--- config.mk ---
export PLATFORM = sky130hd
export DESIGN_NAME = oas_decoder
export DESIGN_NICKNAME = d
export VERILOG_FILES = /design/src/oas_pkg.sv /design/src/oas_psw.sv /design/src/oas_decoder.sv
export SDC_FILE = /design/constraint.sdc
export NUM_CORES = 1
export LEC_CHECK = 0
export ABC_CLOCK_PERIOD_IN_PS = 5870
export BUFFER_PORTS_ARGS = -buffer_cell sky130_fd_sc_hd__buf_2
export CAP_MARGIN = 30
export CORE_MARGIN = 3
export CORE_UTILIZATION = 53
export CTS_BUF_LIST = sky130_fd_sc_hd__clkbuf_4
export DETAILED_ROUTE_END_ITERATION = 12
export PLACE_DENSITY = 0.88
export RECOVER_POWER = 100
export SLEW_MARGIN = 20
export SYNTH_ARGS = -nofsm -noshare
export SYNTH_HDL_FRONTEND = slang
export SYNTH_SLANG_ARGS = --single-unit
--- constraint.sdc ---
create_clock -name core_clk -period 5.87 [get_ports core_clk]
set_input_delay 0.587 -clock core_clk [delete_from_list [all_inputs] [get_ports core_clk]]
set_output_delay 0.587 -clock core_clk [all_outputs]
set_load 0.03 [all_outputs]
--- src/oas_pkg.sv ---
// Purpose: shared constants and carriers of the operand addressing decoder
// Assumes: 8-bit opcodes, 16-bit program addresses
// Notes:   offsets and some field positions live here; the opcode bit fields are coded in the decoder
package oas_pkg;

    ////////////////////////////////////////////////////////////////////////
    // register map
    localparam logic [7:0]  STATUS_OFS     = 8'h00;
    localparam logic [7:0]  STATUS_RESET   = 8'h00;
    localparam logic [7:0]  STATUS_WR_MASK = 8'hFE;
    localparam logic [7:0]  CARRY_MASK     = 8'h80;
    localparam int          BS_HI_POS      = 4;
    localparam int          BS_LO_POS      = 3;

    ////////////////////////////////////////////////////////////////////////
    // opcodes and opcode fields
    localparam logic [7:0]  OPC_NO_OP      = 8'h00;
    localparam logic [7:0]  OPC_UNUSED     = 8'hA5;
    localparam logic [7:0]  OPC_SHORT_JUMP = 8'h80;
    localparam logic [7:0]  OPC_LONG_JUMP  = 8'h02;
    localparam logic [7:0]  OPC_LONG_CALL  = 8'h12;
    localparam logic [7:0]  OPC_BIT_CLR_JP = 8'h10;
    localparam logic [7:0]  OPC_BIT_SET_JP = 8'h20;
    localparam logic [7:0]  OPC_BIT_NOT_JP = 8'h30;
    localparam logic [7:0]  OPC_CARRY_JP   = 8'h40;
    localparam logic [7:0]  OPC_NCARRY_JP  = 8'h50;
    localparam logic [7:0]  OPC_ZERO_JP    = 8'h60;
    localparam logic [7:0]  OPC_NZERO_JP   = 8'h70;
    localparam logic [7:0]  OPC_DEC_DIR_JP = 8'hD5;
    localparam logic [7:0]  OPC_CMP_LO     = 8'hB4;
    localparam logic [7:0]  OPC_CMP_HI     = 8'hBF;
    localparam logic [4:0]  OPC_DEC_REG_JP = 5'h1B;
    localparam logic [3:0]  PAGE_OPC_LOW   = 4'h1;
    localparam logic [3:0]  DIRECT_OPC_LOW = 4'h5;
    localparam logic [2:0]  INDIR_OPC_MID  = 3'h3;

    ////////////////////////////////////////////////////////////////////////
    // address spaces
    localparam int          PAGE_BITS      = 11;
    localparam int          HIGH_SPACE_BIT = 7;
    localparam logic [15:0] PROG_MEM_BYTES = 16'h1E00;

    typedef enum logic [2:0] {
        K_NONE     = 3'h0,
        K_BANK_REG = 3'h1,
        K_INDIRECT = 3'h2,
        K_DIRECT   = 3'h3,
        K_REL      = 3'h4,
        K_PAGE     = 3'h5,
        K_FULL     = 3'h6,
        K_NOP      = 3'h7
    } oas_kind_e;

    typedef enum logic [1:0] {
        ST_IDLE  = 2'b00,
        ST_FETCH = 2'b01,
        ST_WAIT  = 2'b11
    } oas_state_e;

    typedef struct packed {
        logic [7:0]  opcode;
        logic [7:0]  op1;
        logic [7:0]  op2;
        logic [15:0] next_pc;
    } oas_instr_s;

    typedef struct packed {
        logic        valid;
        oas_kind_e   kind;
        logic        ram_access;
        logic        spc_access;
        logic [7:0]  data_addr;
        logic        target_valid;
        logic        target_in_range;
        logic [15:0] target;
        logic        advance_only;
    } oas_result_s;

endpackage

--- src/oas_psw.sv ---
// Purpose: program status word with carry, bank select and parity
// Assumes: alu_valid marks one arithmetic result per cycle
// Notes:   hardware carry update wins over a software write
`timescale 1ns/1ns
`default_nettype none
module oas_status_word
    import oas_pkg::*;
(
    input  wire logic       core_clk,
    input  wire logic       rst_n,
    input  wire logic       wr_en,
    input  wire logic [7:0] wdata,
    input  wire logic       alu_valid,
    input  wire logic       alu_carry,
    input  wire logic [7:0] accumulator,
    output logic      [7:0] status_word,
    output logic      [1:0] bank_sel
);

    logic [7:0] status_q;
    logic [7:0] base_d;
    logic [7:0] status_d;

    // bit 0 never stored; writes to it are dropped
    assign base_d      = wr_en ? (wdata & STATUS_WR_MASK) : status_q;
    assign status_d    = alu_valid ? ((base_d & ~CARRY_MASK) | (alu_carry ? CARRY_MASK : 8'h00))
                                   : base_d;
    assign status_word = {status_q[7:1], ^accumulator};
    assign bank_sel    = status_q[BS_HI_POS:BS_LO_POS];

    always_ff @(posedge core_clk) begin
        if (!rst_n) begin
            status_q <= STATUS_RESET;
        end else begin
            status_q <= status_d;
        end
    end
endmodule
`default_nettype wire

--- src/oas_decoder.sv ---
// Purpose: operand addressing and branch target decoder with status word
// Assumes: ram_rdata answers one cycle after ram_rd_q
// Notes:   one request at a time; dec_ready_q low while a pointer is fetched
//
// Chosen here: the address-and-strobe port and the address map.
`timescale 1ns/1ns
`default_nettype none
module oas_decoder
    import oas_pkg::*;
(
    input  wire logic        core_clk,
    input  wire logic        rst_n,
    input  wire logic [7:0]  reg_addr,
    input  wire logic [7:0]  reg_wdata,
    input  wire logic        reg_wr,
    input  wire logic        reg_rd,
    output logic      [7:0]  reg_rdata_q,
    input  wire oas_instr_s  dec_req,
    input  wire logic        dec_valid,
    output logic             dec_ready_q,
    output oas_result_s      dec_res_q,
    input  wire logic [7:0]  accumulator,
    input  wire logic        alu_valid,
    input  wire logic        alu_carry,
    output logic             ram_rd_q,
    output logic      [7:0]  ram_addr_q,
    input  wire logic [7:0]  ram_rdata
);

    ////////////////////////////////////////////////////////////////////////
    // status word and register port
    logic [7:0]  status_word;
    logic [1:0]  bank_sel;
    logic        status_hit;
    logic [7:0]  rdata_d;

    assign status_hit = (reg_addr == STATUS_OFS);
    assign rdata_d    = (reg_rd && status_hit) ? status_word : 8'h00;

    oas_status_word u_status (
        .core_clk    (core_clk),
        .rst_n       (rst_n),
        .wr_en       (reg_wr && status_hit),
        .wdata       (reg_wdata),
        .alu_valid   (alu_valid),
        .alu_carry   (alu_carry),
        .accumulator (accumulator),
        .status_word (status_word),
        .bank_sel    (bank_sel)
    );

    ////////////////////////////////////////////////////////////////////////
    // opcode classes
    logic [7:0]  opc;
    logic [7:0]  op1;
    logic [7:0]  op2;
    logic [15:0] next_pc;
    logic        is_nop;
    logic        is_page;
    logic        is_full;
    logic        rel2;
    logic        rel3;
    logic        is_rel;
    logic        is_indir;
    logic        is_bank;
    logic        is_direct;

    assign opc     = dec_req.opcode;
    assign op1     = dec_req.op1;
    assign op2     = dec_req.op2;
    assign next_pc = dec_req.next_pc;

    assign is_nop    = (opc == OPC_NO_OP) || (opc == OPC_UNUSED);
    assign is_page   = (opc[3:0] == PAGE_OPC_LOW);
    assign is_full   = (opc == OPC_LONG_JUMP) || (opc == OPC_LONG_CALL);
    assign rel2      = (opc == OPC_SHORT_JUMP) || (opc == OPC_CARRY_JP)
                    || (opc == OPC_NCARRY_JP) || (opc == OPC_ZERO_JP)
                    || (opc == OPC_NZERO_JP) || (opc[7:3] == OPC_DEC_REG_JP);
    assign rel3      = (opc == OPC_BIT_CLR_JP) || (opc == OPC_BIT_SET_JP)
                    || (opc == OPC_BIT_NOT_JP) || (opc == OPC_DEC_DIR_JP)
                    || ((opc >= OPC_CMP_LO) && (opc <= OPC_CMP_HI));
    assign is_rel    = rel2 || rel3;
    assign is_indir  = (opc[3:1] == INDIR_OPC_MID);
    assign is_bank   = opc[3];
    assign is_direct = (opc[3:0] == DIRECT_OPC_LOW) && !is_nop;

    ////////////////////////////////////////////////////////////////////////
    // operand addresses
    logic [7:0]  bank_addr;
    logic [7:0]  ptr_addr;
    logic [7:0]  data_addr;
    logic        to_special;

    assign bank_addr = {3'b000, bank_sel, opc[2:0]};
    assign ptr_addr  = {3'b000, bank_sel, 2'b00, opc[0]};
    assign to_special = op1[HIGH_SPACE_BIT];
    assign data_addr = is_bank ? bank_addr : (is_direct ? op1 : 8'h00);

    ////////////////////////////////////////////////////////////////////////
    // branch targets
    logic [7:0]  disp;
    logic [15:0] rel_tgt;
    logic [15:0] page_tgt;
    logic [15:0] full_tgt;
    logic [15:0] tgt;
    logic        tgt_valid;

    assign disp      = rel3 ? op2 : op1;
    assign rel_tgt   = next_pc + {{8{disp[7]}}, disp};
    assign page_tgt  = {next_pc[15:PAGE_BITS], opc[7:5], op1};
    assign full_tgt  = {op1, op2};
    assign tgt_valid = is_page || is_full || is_rel;
    assign tgt       = is_page ? page_tgt : (is_full ? full_tgt : (is_rel ? rel_tgt : 16'h0000));

    ////////////////////////////////////////////////////////////////////////
    // result assembly
    oas_kind_e   kind;
    oas_result_s res_now;
    oas_result_s ind_res;

    assign kind = is_nop    ? K_NOP :
                  is_page   ? K_PAGE :
                  is_full   ? K_FULL :
                  is_rel    ? K_REL :
                  is_indir  ? K_INDIRECT :
                  is_bank   ? K_BANK_REG :
                  is_direct ? K_DIRECT : K_NONE;

    // no-operation forms leave every access and target off
    assign res_now = '{
        valid:           1'b1,
        kind:            kind,
        ram_access:      is_bank || is_indir || (is_direct && !to_special),
        spc_access:      is_direct && to_special,
        data_addr:       data_addr,
        target_valid:    tgt_valid,
        target_in_range: tgt_valid && (tgt < PROG_MEM_BYTES),
        target:          tgt,
        advance_only:    is_nop
    };

    ////////////////////////////////////////////////////////////////////////
    // pointer fetch sequence
    oas_state_e  state_q;
    oas_state_e  state_d;
    oas_result_s hold_q;
    logic        take;

    assign take = dec_valid && (state_q == ST_IDLE);

    always_comb begin
        unique case (state_q)
            ST_IDLE:  state_d = (take && is_indir) ? ST_FETCH : ST_IDLE;
            ST_FETCH: state_d = ST_WAIT;
            ST_WAIT:  state_d = ST_IDLE;
            default:  state_d = ST_IDLE;
        endcase
    end

    // pointer contents become the RAM location
    assign ind_res = '{
        valid:           1'b1,
        kind:            hold_q.kind,
        ram_access:      1'b1,
        spc_access:      1'b0,
        data_addr:       ram_rdata,
        target_valid:    hold_q.target_valid,
        target_in_range: hold_q.target_in_range,
        target:          hold_q.target,
        advance_only:    1'b0
    };

    oas_result_s res_d;
    oas_result_s hold_d;
    logic        rd_d;
    logic [7:0]  raddr_d;

    assign res_d   = (take && !is_indir) ? res_now : ((state_q == ST_WAIT) ? ind_res : '0);
    assign hold_d  = take ? res_now : hold_q;
    assign rd_d    = take && is_indir;
    assign raddr_d = rd_d ? ptr_addr : 8'h00;

    always_ff @(posedge core_clk) begin
        if (!rst_n) begin
            state_q     <= ST_IDLE;
            dec_ready_q <= 1'b1;
            dec_res_q   <= '0;
            hold_q      <= '0;
            ram_rd_q    <= 1'b0;
            ram_addr_q  <= 8'h00;
            reg_rdata_q <= 8'h00;
        end else begin
            state_q     <= state_d;
            dec_ready_q <= (state_d == ST_IDLE);
            dec_res_q   <= res_d;
            hold_q      <= hold_d;
            ram_rd_q    <= rd_d;
            ram_addr_q  <= raddr_d;
            reg_rdata_q <= rdata_d;
        end
    end
endmodule
`default_nettype wire

== Word level (Yosys, flattened, before mapping) ==
Cells that the tools add are included.

* Register bits after elaboration: 82
* Input bits: 79
* Output and inout bits: 51
* Word-level logic and storage cells: 101

* Add/sub/neg operators: 1
* $lt $le $gt $ge: 3
* Equality and inequality tests: 18
* Mux-type cells: 20
* Bitwise operators: 1
* Reductions and logical operators: 37

{| class="wikitable"
|+ Operators with widths
! operator !! count
|-
| two-way mux 33 bit || 2
|-
| two-way mux 16 bit || 3
|-
| two-way mux 8 bit || 6
|-
| equality test 8 x 7 -> 1 bit, second input constant || 4
|-
| equality test 8 bit, second input constant || 3
|-
| adder 16 bit || 1
|-
| equality test 8 x 5 -> 1 bit, second input constant || 2
|-
| equality test 8 x 6 -> 1 bit, second input constant || 2
|-
| zero test 8 bit || 2
|-
| logical OR 1 bit || 16
|-
| < comparator 16 x 13 -> 1 bit, second input constant || 1
|-
| two-way mux 3 bit || 4
|-
| logical AND 1 bit || 10
|-
| equality test 8 x 2 -> 1 bit, second input constant || 1
|-
| >= comparator 8 bit, second input constant || 1
|-
| less-or-equal comparator 8 bit, second input constant || 1
|-
| bitwise OR 7 x 8 -> 8 bit || 1
|-
| parity 8 bit || 1
|-
| two-way mux 2 bit || 3
|-
| equality test 5 bit, second input constant || 1
|-
| equality test 4 x 1 -> 1 bit, second input constant || 1
|-
| equality test 4 x 3 -> 1 bit, second input constant || 1
|-
| zero test 2 bit || 2
|-
| case mux 2 bit (2 select lines) || 1
|-
| 7 further kinds || 10
|}

== Logic depth before layout (Yosys ltp) ==
Gate-level depths: netlist of run 1.

* Word-level depth: 13
* Mapped depth: 17

== Modules after synthesis ==
From an unflattened synthesis of run 1, not the netlist that was laid out.

* Cells, all modules: 468
* Area, all modules: 4000.1 um^2

{| class="wikitable"
|+ By module, submodules not included
! module !! instances !! cells an instance !! area an instance (um^2) !! seq. area each (um^2)
|-
| oas_decoder || 1 || 435 || 3654.8 || 1381.3
|-
| oas_status_word || 1 || 33 || 345.3 || 140.1
|}

== Worst setup path after synthesis of run 1 ==
OpenSTA, ideal clock, no wires.

* Kind: input port to flip-flop
* From: input port dec_req[38] in the netlist's numbering
* To: register dec_res_q[17] in the netlist's numbering
* Arrival: 4.162 ns
* Required time: 5.741 ns
* Setup slack: 1.579 ns
* Stages on the path: 15
* Buffers on the path: 2
* Cell sequence: buf_6 or4_4 nor4_4 or3_4 buf_2 mux2_2 ha_1 a21oi_1 o21ai_0 a211o_1 a21o_1 a2111oi_0 a221oi_1 o311ai_1 o21ai_0

* Cells in the longest elaborated chain, start to end: 13
* Elaborated cells between the ends (all ways): 36
* Those cells by class: add/sub (1); order compare (3); eq/ne (12); mux (5); reduce/logical (15)

{| class="wikitable"
|+ Ends and longest elaborated chain
! what !! line !! RTL
|-
| from (decl) || oas_decoder.sv:18 || <nowiki>input wire oas_instr_s dec_req,</nowiki>
|-
| branches (longest 11 deep; another with adder 16 bit) || - ||
|-
| logical AND 1 bit (*) || oas_decoder.sv:137 || <nowiki>target_in_range: tgt_valid && (tgt < PROG_MEM_BYTES),</nowiki>
|-
| two-way mux 33 bit (*) || oas_decoder.sv:178 || <nowiki>assign res_d = (take && !is_indir) ? res_now : ((state_q == ST_WAIT) ? ind_res : '0);</nowiki>
|-
| to (signal assigned) || oas_decoder.sv:195 || <nowiki>dec_res_q <= res_d;</nowiki>
|-
| to (decl) || oas_decoder.sv:21 || <nowiki>output oas_result_s dec_res_q,</nowiki>
|}

Every way passes the cells marked *.
A chain may end at the register's enable or synchronous reset.

== Worst setup path in the final report of run 1 ==
* From: input port dec_req[35] in the netlist's numbering
* To: register dec_res_q[17] in the netlist's numbering

* Cells in the longest elaborated chain, start to end: 13
* Elaborated cells between the ends (all ways): 40
* Those cells by class: add/sub (1); order compare (3); eq/ne (14); mux (5); reduce/logical (17)

{| class="wikitable"
|+ Ends and longest elaborated chain
! what !! line
|-
| branches (longest 12 deep; another with adder 16 bit) || -
|-
| two-way mux 33 bit (*) || oas_decoder.sv:178
|}

Marks and branches as above.

==> flow_metrics.env, run 1 <==
export IMPL_rrSetupSlack_ps=3550
export IMPL_clockBufferDepth=2
export IMPL_slew_headroom=0.347
export IMPL_cts_sinks=76
export IMPL_ir_worst_vdd_v=0.0000948
export IMPL_grt_max_degree=30
export IMPL_synth_compound_area_frac=0.223
export IMPL_cts_buffers=9
export IMPL_vias_per_cell=5.86
export IMPL_hold_buffers=0
export IMPL_cp_arrival_ps=5140
export IMPL_hold_viol_final=0
export IMPL_synth_xor_area_frac=0.0330
export IMPL_ys_top_cells_by_area="dfxtp_1, ha_1, nand2_1, nor2_1, a21oi_1"
export IMPL_drc=0
export IMPL_h_tree_depth=3
export IMPL_cts_setup_buffers=0
export IMPL_fin_crit_ps=4870
export IMPL_wl_met3_um=956
export IMPL_synth_async_reset_ratio=0
export IMPL_routed_wl_mm=10.9
export IMPL_grt_overflow=0
export IMPL_syn_cell_area_um2=3980
export IMPL_vias=3950
export IMPL_r2r_end="dec_res_q[26]"
export IMPL_place_hpwl_mm=8.48
export IMPL_status="complete, no violations"
export IMPL_wl_met1_mm=4.32
export IMPL_cp_slowest_cell="mux2_1"
export IMPL_synth_simple_area_share=0.210
export IMPL_synth_top_family_by_area="compound AO/OA/AOI/OAI gates"
export IMPL_clk_pin_slew_ps=100
export IMPL_design_die_area_um2=8580
export IMPL_critPathRequiredTime_ps=6140
export IMPL_crit_path_max_incr_delay_ps=520
export IMPL_grt_total_usage=0.246
export IMPL_synth_enable_flop_cells=0
export IMPL_synth_largest_area_cell="dfxtp_1"
export IMPL_reg2regPathDepth=6
export IMPL_wl_met2_mm=5.35
export IMPL_fp_dieH_um=92.7
export IMPL_ys_types=67
export IMPL_setup_tns_ps=0
export IMPL_synth_mux_area_frac=0.0453
export IMPL_min_from="ram_rdata[0]"
export IMPL_avgSynthCellArea_um2=8.61
export IMPL_num_antenna_cells=0
export IMPL_hold_slack_ps=380
export IMPL_p_per_area_nw_per_um2=224
export IMPL_cts_tree="yes"
export IMPL_timing_rr_start="state_q[1]"
export IMPL_hold_end="dec_res_q[19]"
export IMPL_first_global_vias=3625
export IMPL_synth_most_common_cell="dfxtp_1"
export IMPL_path_common_cell="o21ai_0"
export IMPL_start_kind="input port"
export IMPL_crit_path_cell_trace="clkbuf_1, nor2_1, nor4b_1, or3_1, mux2_1, ha_1, a21oi_1, o21ai_0, a211o_1, a21o_1, a2111oi_0, a221oi_1, o311ai_1, o21ai_0"
export IMPL_layout_drive_gt1_share=0.173
export IMPL_path_class="in2reg"
export IMPL_fmax_ghz=0.205
export IMPL_route_detailed_wl_per_inst_um=16.2
export IMPL_setup_violations_final=0
export IMPL_yosys_most_used_dff="dfxtp_1"
export IMPL_fillers=616
export IMPL_placementRows=30
export IMPL_port_buffers=123
export IMPL_die_w_um=92.7
export IMPL_regArea_um2=1520
export IMPL_synth_seq_cells=76
export IMPL_dr_max_layer_used="met4"
export IMPL_synthToLayoutAreaGrowth_pct=17.5
export IMPL_post_cts_resize_count=0
export IMPL_yosys_area_share_adder=0.0648
export IMPL_clock_latency_ps=410
export IMPL_boundaryPins=130
export IMPL_drv_cap=0
export IMPL_tightestPinTransition_ps=980
export IMPL_finClkSkew_ps=12.9
export IMPL_gp_congestion=0.856
export IMPL_hp_class="in2reg"
export IMPL_rsz0062_at_grt="no"
export IMPL_period_share=0.830
export IMPL_syn_inst=462
export IMPL_hold_depth=3
export IMPL_core_um2=7020
export IMPL_postRouteAntennaNets=0
export IMPL_nNetsFinal=675
export IMPL_ys_seq_area_frac=0.382
export IMPL_drtIter0Drc=335
export IMPL_multi_input_area_um2=2300
export IMPL_start_util=0.567
export IMPL_p_leak_nw=1.99
export IMPL_endpoint_kind="flop"
export IMPL_root_buffer="clkbuf_4"
export IMPL_critPathMaxFanout=14
export IMPL_yosys_top_cells_count="dfxtp_1, nand2_1, nor2_1, a21oi_1, o21ai_0"
export IMPL_grt_pass1_wl_mm=16.9
export IMPL_yosysTopAreaCellShare=0.382
export IMPL_yosysWarnings=0
export IMPL_dr_pass1_iters=5
export IMPL_antenna_found_initial=0
export IMPL_slew_violations=0
[cell families (layout without fill, tap and decap cells)]
family / after synthesis / after routing
buf+inv: 35 / 147
other cells: 1 / 5
simple gates: 166 / 166
fa+ha+maj: 20 / 20
flops: 76 / 76
mux: 17 / 17
compound gates: 132 / 132
xor+xnor: 15 / 15
[report_power, final]
group / switching, W / internal, W
clock: 0.000159 / 0.000120
sequential: 0.00000603 / 0.000531
combinational: 0.000142 / 0.0000905
total: 0.000307 / 0.000741
[cell usage in the layout (no fill, tap or decap), types with 3 or more instances in the layout]
cell	synthesis	layout
clkbuf_1	15	48
and2_1	13	6
a22oi_1	8	8
a31oi_1	3	3
or4_1	3	3
or3_1	2	3
nor3_1	6	6
a211oi_1	10	10
and3_1	6	6
inv_1	8	8
ha_1	19	19
o21a_1	3	3
dfxtp_1	76	76
and2_0	0	7
buf_2	3	75
o21ai_0	30	30
nor2_1	48	49
nor2b_1	7	7
a21o_1	4	4
nand2_1	52	52
xor2_1	5	5
clkbuf_4	0	9
mux2_2	8	6
xnor2_1	10	10
a221oi_1	6	6
nand3_1	6	6
nand2b_1	6	6
a22o_1	13	13
a21oi_1	30	30
mux2i_1	9	9
conb_1	1	5
[layout make-up]
class	count	share of cell area
timing repair buffer	125	0.125
multi-input combinational	355	0.493
clock buffer	9	0.0145
sequential	76	0.325
clock inverter	4	0.00937
tap	96	0.0257
inverter	9	0.00723
[layer usage]
metal,up-vias,GRT usage
li1,1886,-
met1,1829,0.299
met2,207,0.420
met3,28,0.0349
met4,0,0.131
met5,-,0
[state kept, by name (all words and copies together), names as in the netlist]
| register | count |
|---|---|
| u_status.status_q | 7 |
| ram_addr_q | 3 |
| dec_res_q | 33 |
| ram_rd_q | 1 |
| reg_rdata_q | 8 |
| dec_ready_q | 1 |
| hold_q | 21 |
| state_q | 2 |
[stage by stage]
| stage | area (um2) | total power [W] | worst slack (ps) | instances | utilization |
|---|---|---|---|---|---|
| 3_5_place_dp | 4600 | 0.000777 | 1100 | 659 | 0.656 |
| 5_1_grt | 4680 | 0.00109 | 700 | 674 | 0.666 |
| 6_report | 4680 | 0.00105 | 996 | 674 | 0.666 |
| 4_1_cts | 4710 | 0.00105 | 1520 | 672 | 0.671 |
| 3_3_place_gp | 4600 | 0.000767 | 1150 | 659 | 0.656 |
| 2_1_floorplan | 4000 | 0.000705 | 1580 | 466 | - |
[how the worst max path moves through the flow]
stage,cells after the start,start,slack (ps),end
2_1_floorplan,15,dec_req[38],1580,dec_res_q[17]
3_3_place_gp,14,dec_req[38],1150,dec_res_q[17]
3_5_place_dp,14,dec_req[38],1100,dec_res_q[17]
4_1_cts,14,dec_req[38],1520,dec_res_q[17]
5_1_grt,14,dec_req[35],700,dec_res_q[17]
6_report,14,dec_req[35],1000,dec_res_q[17]
[worst max-delay path: cells and delay by family]
kind / cells / cell delay (ps)
AO/OA/AOI/OAI: 8 / 2040
buffers and inverters: 1 / 430
AND/OR/NAND/NOR: 3 / 1120
multiplexers: 1 / 520
adder cells (fa/ha/maj): 1 / 430
Note: power is estimated with default switching activity, not from simulation.
==> run 2: changes to the inputs <==
Settings changed: ABC_CLOCK_PERIOD_IN_PS 5870 to 4300, CORE_UTILIZATION 53 to 48, PLACE_DENSITY 0.88 to 0.84.
Clock period 5.87 ns to 4.3 ns, I/O delays scaled along.
==> run 2 against run 1 <==
Compared with the run above:
- worst hold slack got worse by 170 ps
- total power up 47%
- sequential share of layout area down 1.4 points
- clock power rose by 69%
- combinational power grew 42%
- clock skew up 3.8 ps
- design area increased by 4.4%
- sequential power up 36%
- die area rose by 9.7%
- via count fell by 0.10%
- critical endpoint unchanged
- highest routed layer unchanged
==> flow_metrics.env, run 2 (same netlist as run 1, synthesis figures left out) <==
export IMPL_route_detailed_wl_per_inst_um=15.5
export IMPL_timing_final_ws_setup_ps=452
export IMPL_first_global_vias=3836
export IMPL_largest_reg_flops=33
export IMPL_clkPwrFrac=0.307
export IMPL_vias_per_cell=5.60
export IMPL_clockBufferDepth=2
export IMPL_p_leak_nw=2.10
export IMPL_crit_buf_inv=1
export IMPL_status="complete, no violations"
export IMPL_cts_buffers=9
export IMPL_period_share=0.895
export IMPL_fmax_ghz=0.260
export IMPL_pre_cts_slack_ps=86.5
export IMPL_switching_share=0.288
export IMPL_nNetsFinal=697
export IMPL_ir_worst_vdd_v=0.000164
export IMPL_routed_wl_mm=10.9
export IMPL_crit_path_cell_trace="buf_2, or4bb_1, nor2_1, or3_4, mux2_1, ha_1, a21oi_1, o21ai_0, a211o_1, a21o_1, a2111oi_0, a221oi_1, o311ai_1, o21ai_0"
export IMPL_boundaryPins=130
export IMPL_drc=0
export IMPL_hold_viol_final=0
export IMPL_hold_buffers=0
export IMPL_crit_family="compound AO/OA/AOI/OAI gates"
export IMPL_slew_violations=0
export IMPL_layout_drive_gt1_share=0.207
export IMPL_place_hpwl_mm=8.61
export IMPL_antenna_found_initial=0
export IMPL_r2r_end="dec_res_q[15]"
export IMPL_tightestPinTransition_ps=1140
export IMPL_cp_arrival_ps=4130
export IMPL_slew_headroom=0.242
export IMPL_finClkSkew_ps=16.7
export IMPL_clk_pin_slew_ps=120
export IMPL_setup_tns_ps=0
export IMPL_p_per_area_nw_per_um2=315
export IMPL_port_buffers=123
export IMPL_drv_cap=0
export IMPL_fin_crit_ps=3850
export IMPL_die_w_um=97.1
export IMPL_hold_end="dec_res_q[23]"
export IMPL_seqPwrFrac=0.477
export IMPL_cts_sinks=76
export IMPL_switchingPower_w=0.000442
export IMPL_grt_max_degree=30
export IMPL_min_from="ram_rdata[4]"
export IMPL_start_util=0.505
export IMPL_num_antenna_cells=0
export IMPL_cp_slowest_cell="or4bb_1"
export IMPL_endpoint_kind="flop"
export IMPL_grt_total_usage=0.232
export IMPL_placementRows=32
export IMPL_post_cts_resize_count=0
export IMPL_core_um2=7890
export IMPL_power_frac_comb=0.216
export IMPL_root_buffer="clkbuf_4"
export IMPL_path_common_cell="o21ai_0"
export IMPL_setup_violations_final=0
export IMPL_top_register="dec_res_q"
export IMPL_dr_pass1_iters=6
export IMPL_grt_overflow=0
export IMPL_design_die_area_um2=9420
export IMPL_grt_pass1_wl_mm=18.2
export IMPL_start_kind="input port"
export IMPL_cts_tree="yes"
export IMPL_critPathRequiredTime_ps=4590
export IMPL_hold_depth=3
export IMPL_critPathMaxFanout=12
export IMPL_timing_rr_start="state_q[1]"
export IMPL_layout_commonest_cell="buf_2"
export IMPL_final_cell_mix="buf_2, dfxtp_1, nand2_1"
export IMPL_drtIter0Drc=237
export IMPL_h_tree_depth=3
export IMPL_rsz0062_at_grt="no"
export IMPL_p_int_w=0.00109
export IMPL_crit_path_max_incr_delay_ps=520
export IMPL_hold_slack_ps=206
export IMPL_path_class="in2reg"
export IMPL_reg_top3="dec_res_q x33, hold_q x21, reg_rdata_q x8"
export IMPL_synthToLayoutAreaGrowth_pct=22.6
export IMPL_clock_latency_ps=410
export IMPL_cts_setup_buffers=0
export IMPL_postRouteAntennaNets=0
export IMPL_vias=3946
export IMPL_hp_class="in2reg"
export IMPL_gp_congestion=0.837
export IMPL_rrSetupSlack_ps=1800
export IMPL_reg2regPathDepth=7
export IMPL_fillers=742
export IMPL_fp_dieH_um=97.1
-- run 2: tightest hold or removal path, cell delays in order --
cell and delay, ps:
buf_2 80, nand2_1 40, o21ai_0 50
-- run 2: stage by stage --
stage                     utilization  area (um2)  power (W)  instances
after detailed placement        0.605        4770    0.00108        687
after floorplan                     -        4000   0.000963        466
after global routing            0.619        4880    0.00161        705
final                           0.619        4880    0.00154        705
after global placement          0.605        4770    0.00107        687
after CTS                       0.625        4930    0.00154        703
-- run 2: how the worst max path moves through the flow --
stage	start	to	slack (ps)	cells past startpoint
2_1_floorplan	dec_req[38]	dec_res_q[17]	170	15
3_3_place_gp	dec_req[38]	dec_res_q[17]	70	14
3_5_place_dp	dec_req[38]	dec_res_q[17]	90	14
4_1_cts	dec_req[38]	dec_res_q[17]	510	14
5_1_grt	dec_req[35]	hold_q[17]	20	14
6_report	dec_req[35]	dec_res_q[17]	450	14
-- run 2: power groups by stage --
stage	clock network, W	logic (W)	registers (W)
after floorplan	0	0.000200	0.000763
after global placement	0	0.000321	0.000747
after detailed placement	0	0.000330	0.000749
after CTS	0.000480	0.000332	0.000733
after global routing	0.000509	0.000368	0.000736
final	0.000472	0.000331	0.000733
-- run 2: area by class of cell --
cell class	count	area (um2)	share of cell area
Tap cell	102	128	0.0262
Inverter	9	33.8	0.00692
Clock buffer	9	67.6	0.0138
Multi-Input combinational cell	355	2310	0.474
Timing Repair Buffer	147	727	0.149
Sequential cell	76	1520	0.312
Clock inverter	7	91.3	0.0187
-- run 2: layer usage --
layer	GRT usage	vias up	share of wire
met5	0	-	0
met4	0.0896	0	0.030
met3	0.0445	27	0.084
met2	0.400	186	0.48
met1	0.286	1801	0.41
li1	-	1932	-
==> run 3: changes to the inputs <==
==> constraint.sdc (replaced) <==
create_clock -name core_clk -period 4.3 [get_ports core_clk]
set_input_delay 0.215 -clock core_clk [delete_from_list [all_inputs] [get_ports core_clk]]
set_output_delay 0.215 -clock core_clk [all_outputs]
set_load 0.03 [all_outputs]
==> run 3 against run 2 <==
Compared with the run above:
- wire length rose by 4.1%
- setup slack worse by 32 ps
- clock power fell by 11%
- cell count fell by 0.85%
- critical endpoint unchanged
- largest cell class unchanged
- die area stayed put
- non-clock buffer count fell by 6
==> flow_metrics.env, run 3 (same netlist as run 1, synthesis figures left out) <==
export IMPL_largest_reg_flops=33
export IMPL_place_hpwl_mm=8.66
export IMPL_grt_busiest_layer="met2"
export IMPL_fmax_ghz=0.258
export IMPL_path_class="in2reg"
export IMPL_top_register="dec_res_q"
export IMPL_dr_pass1_iters=5
export IMPL_vias=4024
export IMPL_fp_dieH_um=97.1
export IMPL_drtIter0Drc=339
export IMPL_finClkSkew_ps=24.1
export IMPL_vias_per_cell=5.76
export IMPL_endpoint_kind="flop"
export IMPL_start_util=0.505
export IMPL_slew_violations=0
export IMPL_clk_pin_slew_ps=110
export IMPL_fillers=705
export IMPL_setup_tns_ps=0
export IMPL_grt_util_met3=0.0459
export IMPL_final_cell_mix="buf_2, dfxtp_1, nand2_1"
export IMPL_reg_top3="dec_res_q x33, hold_q x21, reg_rdata_q x8"
export IMPL_root_buffer="clkbuf_4"
export IMPL_cts_sinks=76
export IMPL_critPathRequiredTime_ps=4580
export IMPL_h_tree_depth=3
export IMPL_antenna_found_initial=0
export IMPL_postRouteAntennaNets=0
export IMPL_grtUsageMet1=0.290
export IMPL_grt_overflow=0
export IMPL_clock_latency_ps=420
export IMPL_layout_commonest_cell="buf_2"
export IMPL_slew_headroom=0.253
export IMPL_setup_violations_final=0
export IMPL_p_leak_nw=2.07
export IMPL_status="complete, no violations"
export IMPL_core_um2=7890
export IMPL_route_detailed_wl_per_inst_um=16.3
export IMPL_grt_pass1_wl_mm=18.3
export IMPL_p_per_area_nw_per_um2=306
export IMPL_placementRows=32
export IMPL_first_global_vias=3812
export IMPL_rsz0062_at_grt="no"
export IMPL_finish_utilization=0.614
export IMPL_clockBufferDepth=2
export IMPL_grt_max_degree=30
export IMPL_use_met2=0.396
export IMPL_port_buffers=123
export IMPL_die_w_um=97.1
export IMPL_tightestPinTransition_ps=1120
export IMPL_hold_viol_final=0
export IMPL_cp_arrival_ps=4160
export IMPL_critPathMaxFanout=12
export IMPL_boundaryPins=130
export IMPL_nNetsFinal=691
export IMPL_start_kind="input port"
export IMPL_layout_drive_gt1_share=0.189
export IMPL_num_antenna_cells=0
export IMPL_fin_crit_ps=3880
export IMPL_grt_total_usage=0.236
export IMPL_design_die_area_um2=9420
export IMPL_ir_worst_vdd_v=0.000137
export IMPL_hold_slack_ps=56.7
export IMPL_routed_wl_mm=11.4
export IMPL_post_cts_resize_count=0
export IMPL_gp_congestion=0.832
export IMPL_drv_cap=0
export IMPL_cts_tree="yes"
export IMPL_drc=0
export IMPL_hp_class="in2reg"
export IMPL_synthToLayoutAreaGrowth_pct=21.7
export IMPL_period_share=0.902
export IMPL_cts_buffers=9
-- run 3: changes by cell type in the layout (fill, tap and decap cells not counted), sizes merged --
| cell | previous run | this run |
|---|---|---|
| bufinv | 2 | 1 |
| clkbuf | 62 | 59 |
| clkinvlp | 3 | 1 |
| dlygate4sd3 | 0 | 8 |
| buf | 94 | 84 |
| clkinv | 3 | 5 |
-- run 3: area by class of cell --
type	instances	area (um2)	share of cell area
Clock inverter	6	65.1	0.0134
Timing Repair Buffer	141	709	0.146
Multi-Input combinational cell	355	2310	0.477
Tap cell	102	128	0.0263
Inverter	9	33.8	0.00697
Sequential cell	76	1520	0.314
Clock buffer	10	75.1	0.0155
-- run 3: power breakdown --
part / internal [W] / switching [W] / leakage (nW) / total (W)
registers: 0.000724 / 0.00000864 / 0.617 / 0.000733
clock network: 0.000184 / 0.000235 / 0.0763 / 0.000419
logic: 0.000132 / 0.000197 / 1.38 / 0.000329
total: 0.00104 / 0.000441 / 2.07 / 0.00148
-- run 3: what timing repair did --
item | CTS | global route
hold endpoints to repair | 8 | 0
hold buffers | 8 | 0
setup buffers | 0 | 0
-- run 3: critical path, stage by stage --
cell and delay, ps:
buf_2 180, or4bb_1 520, nor2_1 210, or3_4 260, mux2_1 480, ha_1 410, a21oi_1 140, o21ai_0 180
a211o_1 360, a21o_1 180, a2111oi_0 360, a221oi_1 160, o311ai_1 380, o21ai_0 110
-- run 3: path summary, 6_finish.rpt --
check	startpoint	to	slack, ps	cells past startpoint
worst max-delay path	dec_req[34]	dec_res_q[17]	420	14
worst min-delay path	reg_wdata[2]	u_status.status_q[2]	60	3
worst max register to register	state_q[1]	dec_res_q[8]	1590	7
worst min register to register	hold_q[8]	hold_q[8]	470	2
-- run 3: per-layer routing --
| layer | wire length (um) | part of all wire | up-vias |
|---|---|---|---|
| li1 | - | - | 1919 |
| met1 | 4550 | 0.40 | 1840 |
| met2 | 5500 | 0.48 | 235 |
| met3 | 971 | 0.085 | 30 |
| met4 | 356 | 0.031 | 0 |
| met5 | 0 | 0 | - |
-- run 3: per-stage QoR --
stage          power (W)  instances  worst slack [ps]  instance area, um2
3_3_place_gp     0.00106        673               116                4670
6_report         0.00148        699               420                4840
2_1_floorplan   0.000963        466               381                4000
3_5_place_dp     0.00107        673               171                4670
5_1_grt          0.00155        699               136                4840
4_1_cts          0.00149        697               599                4890
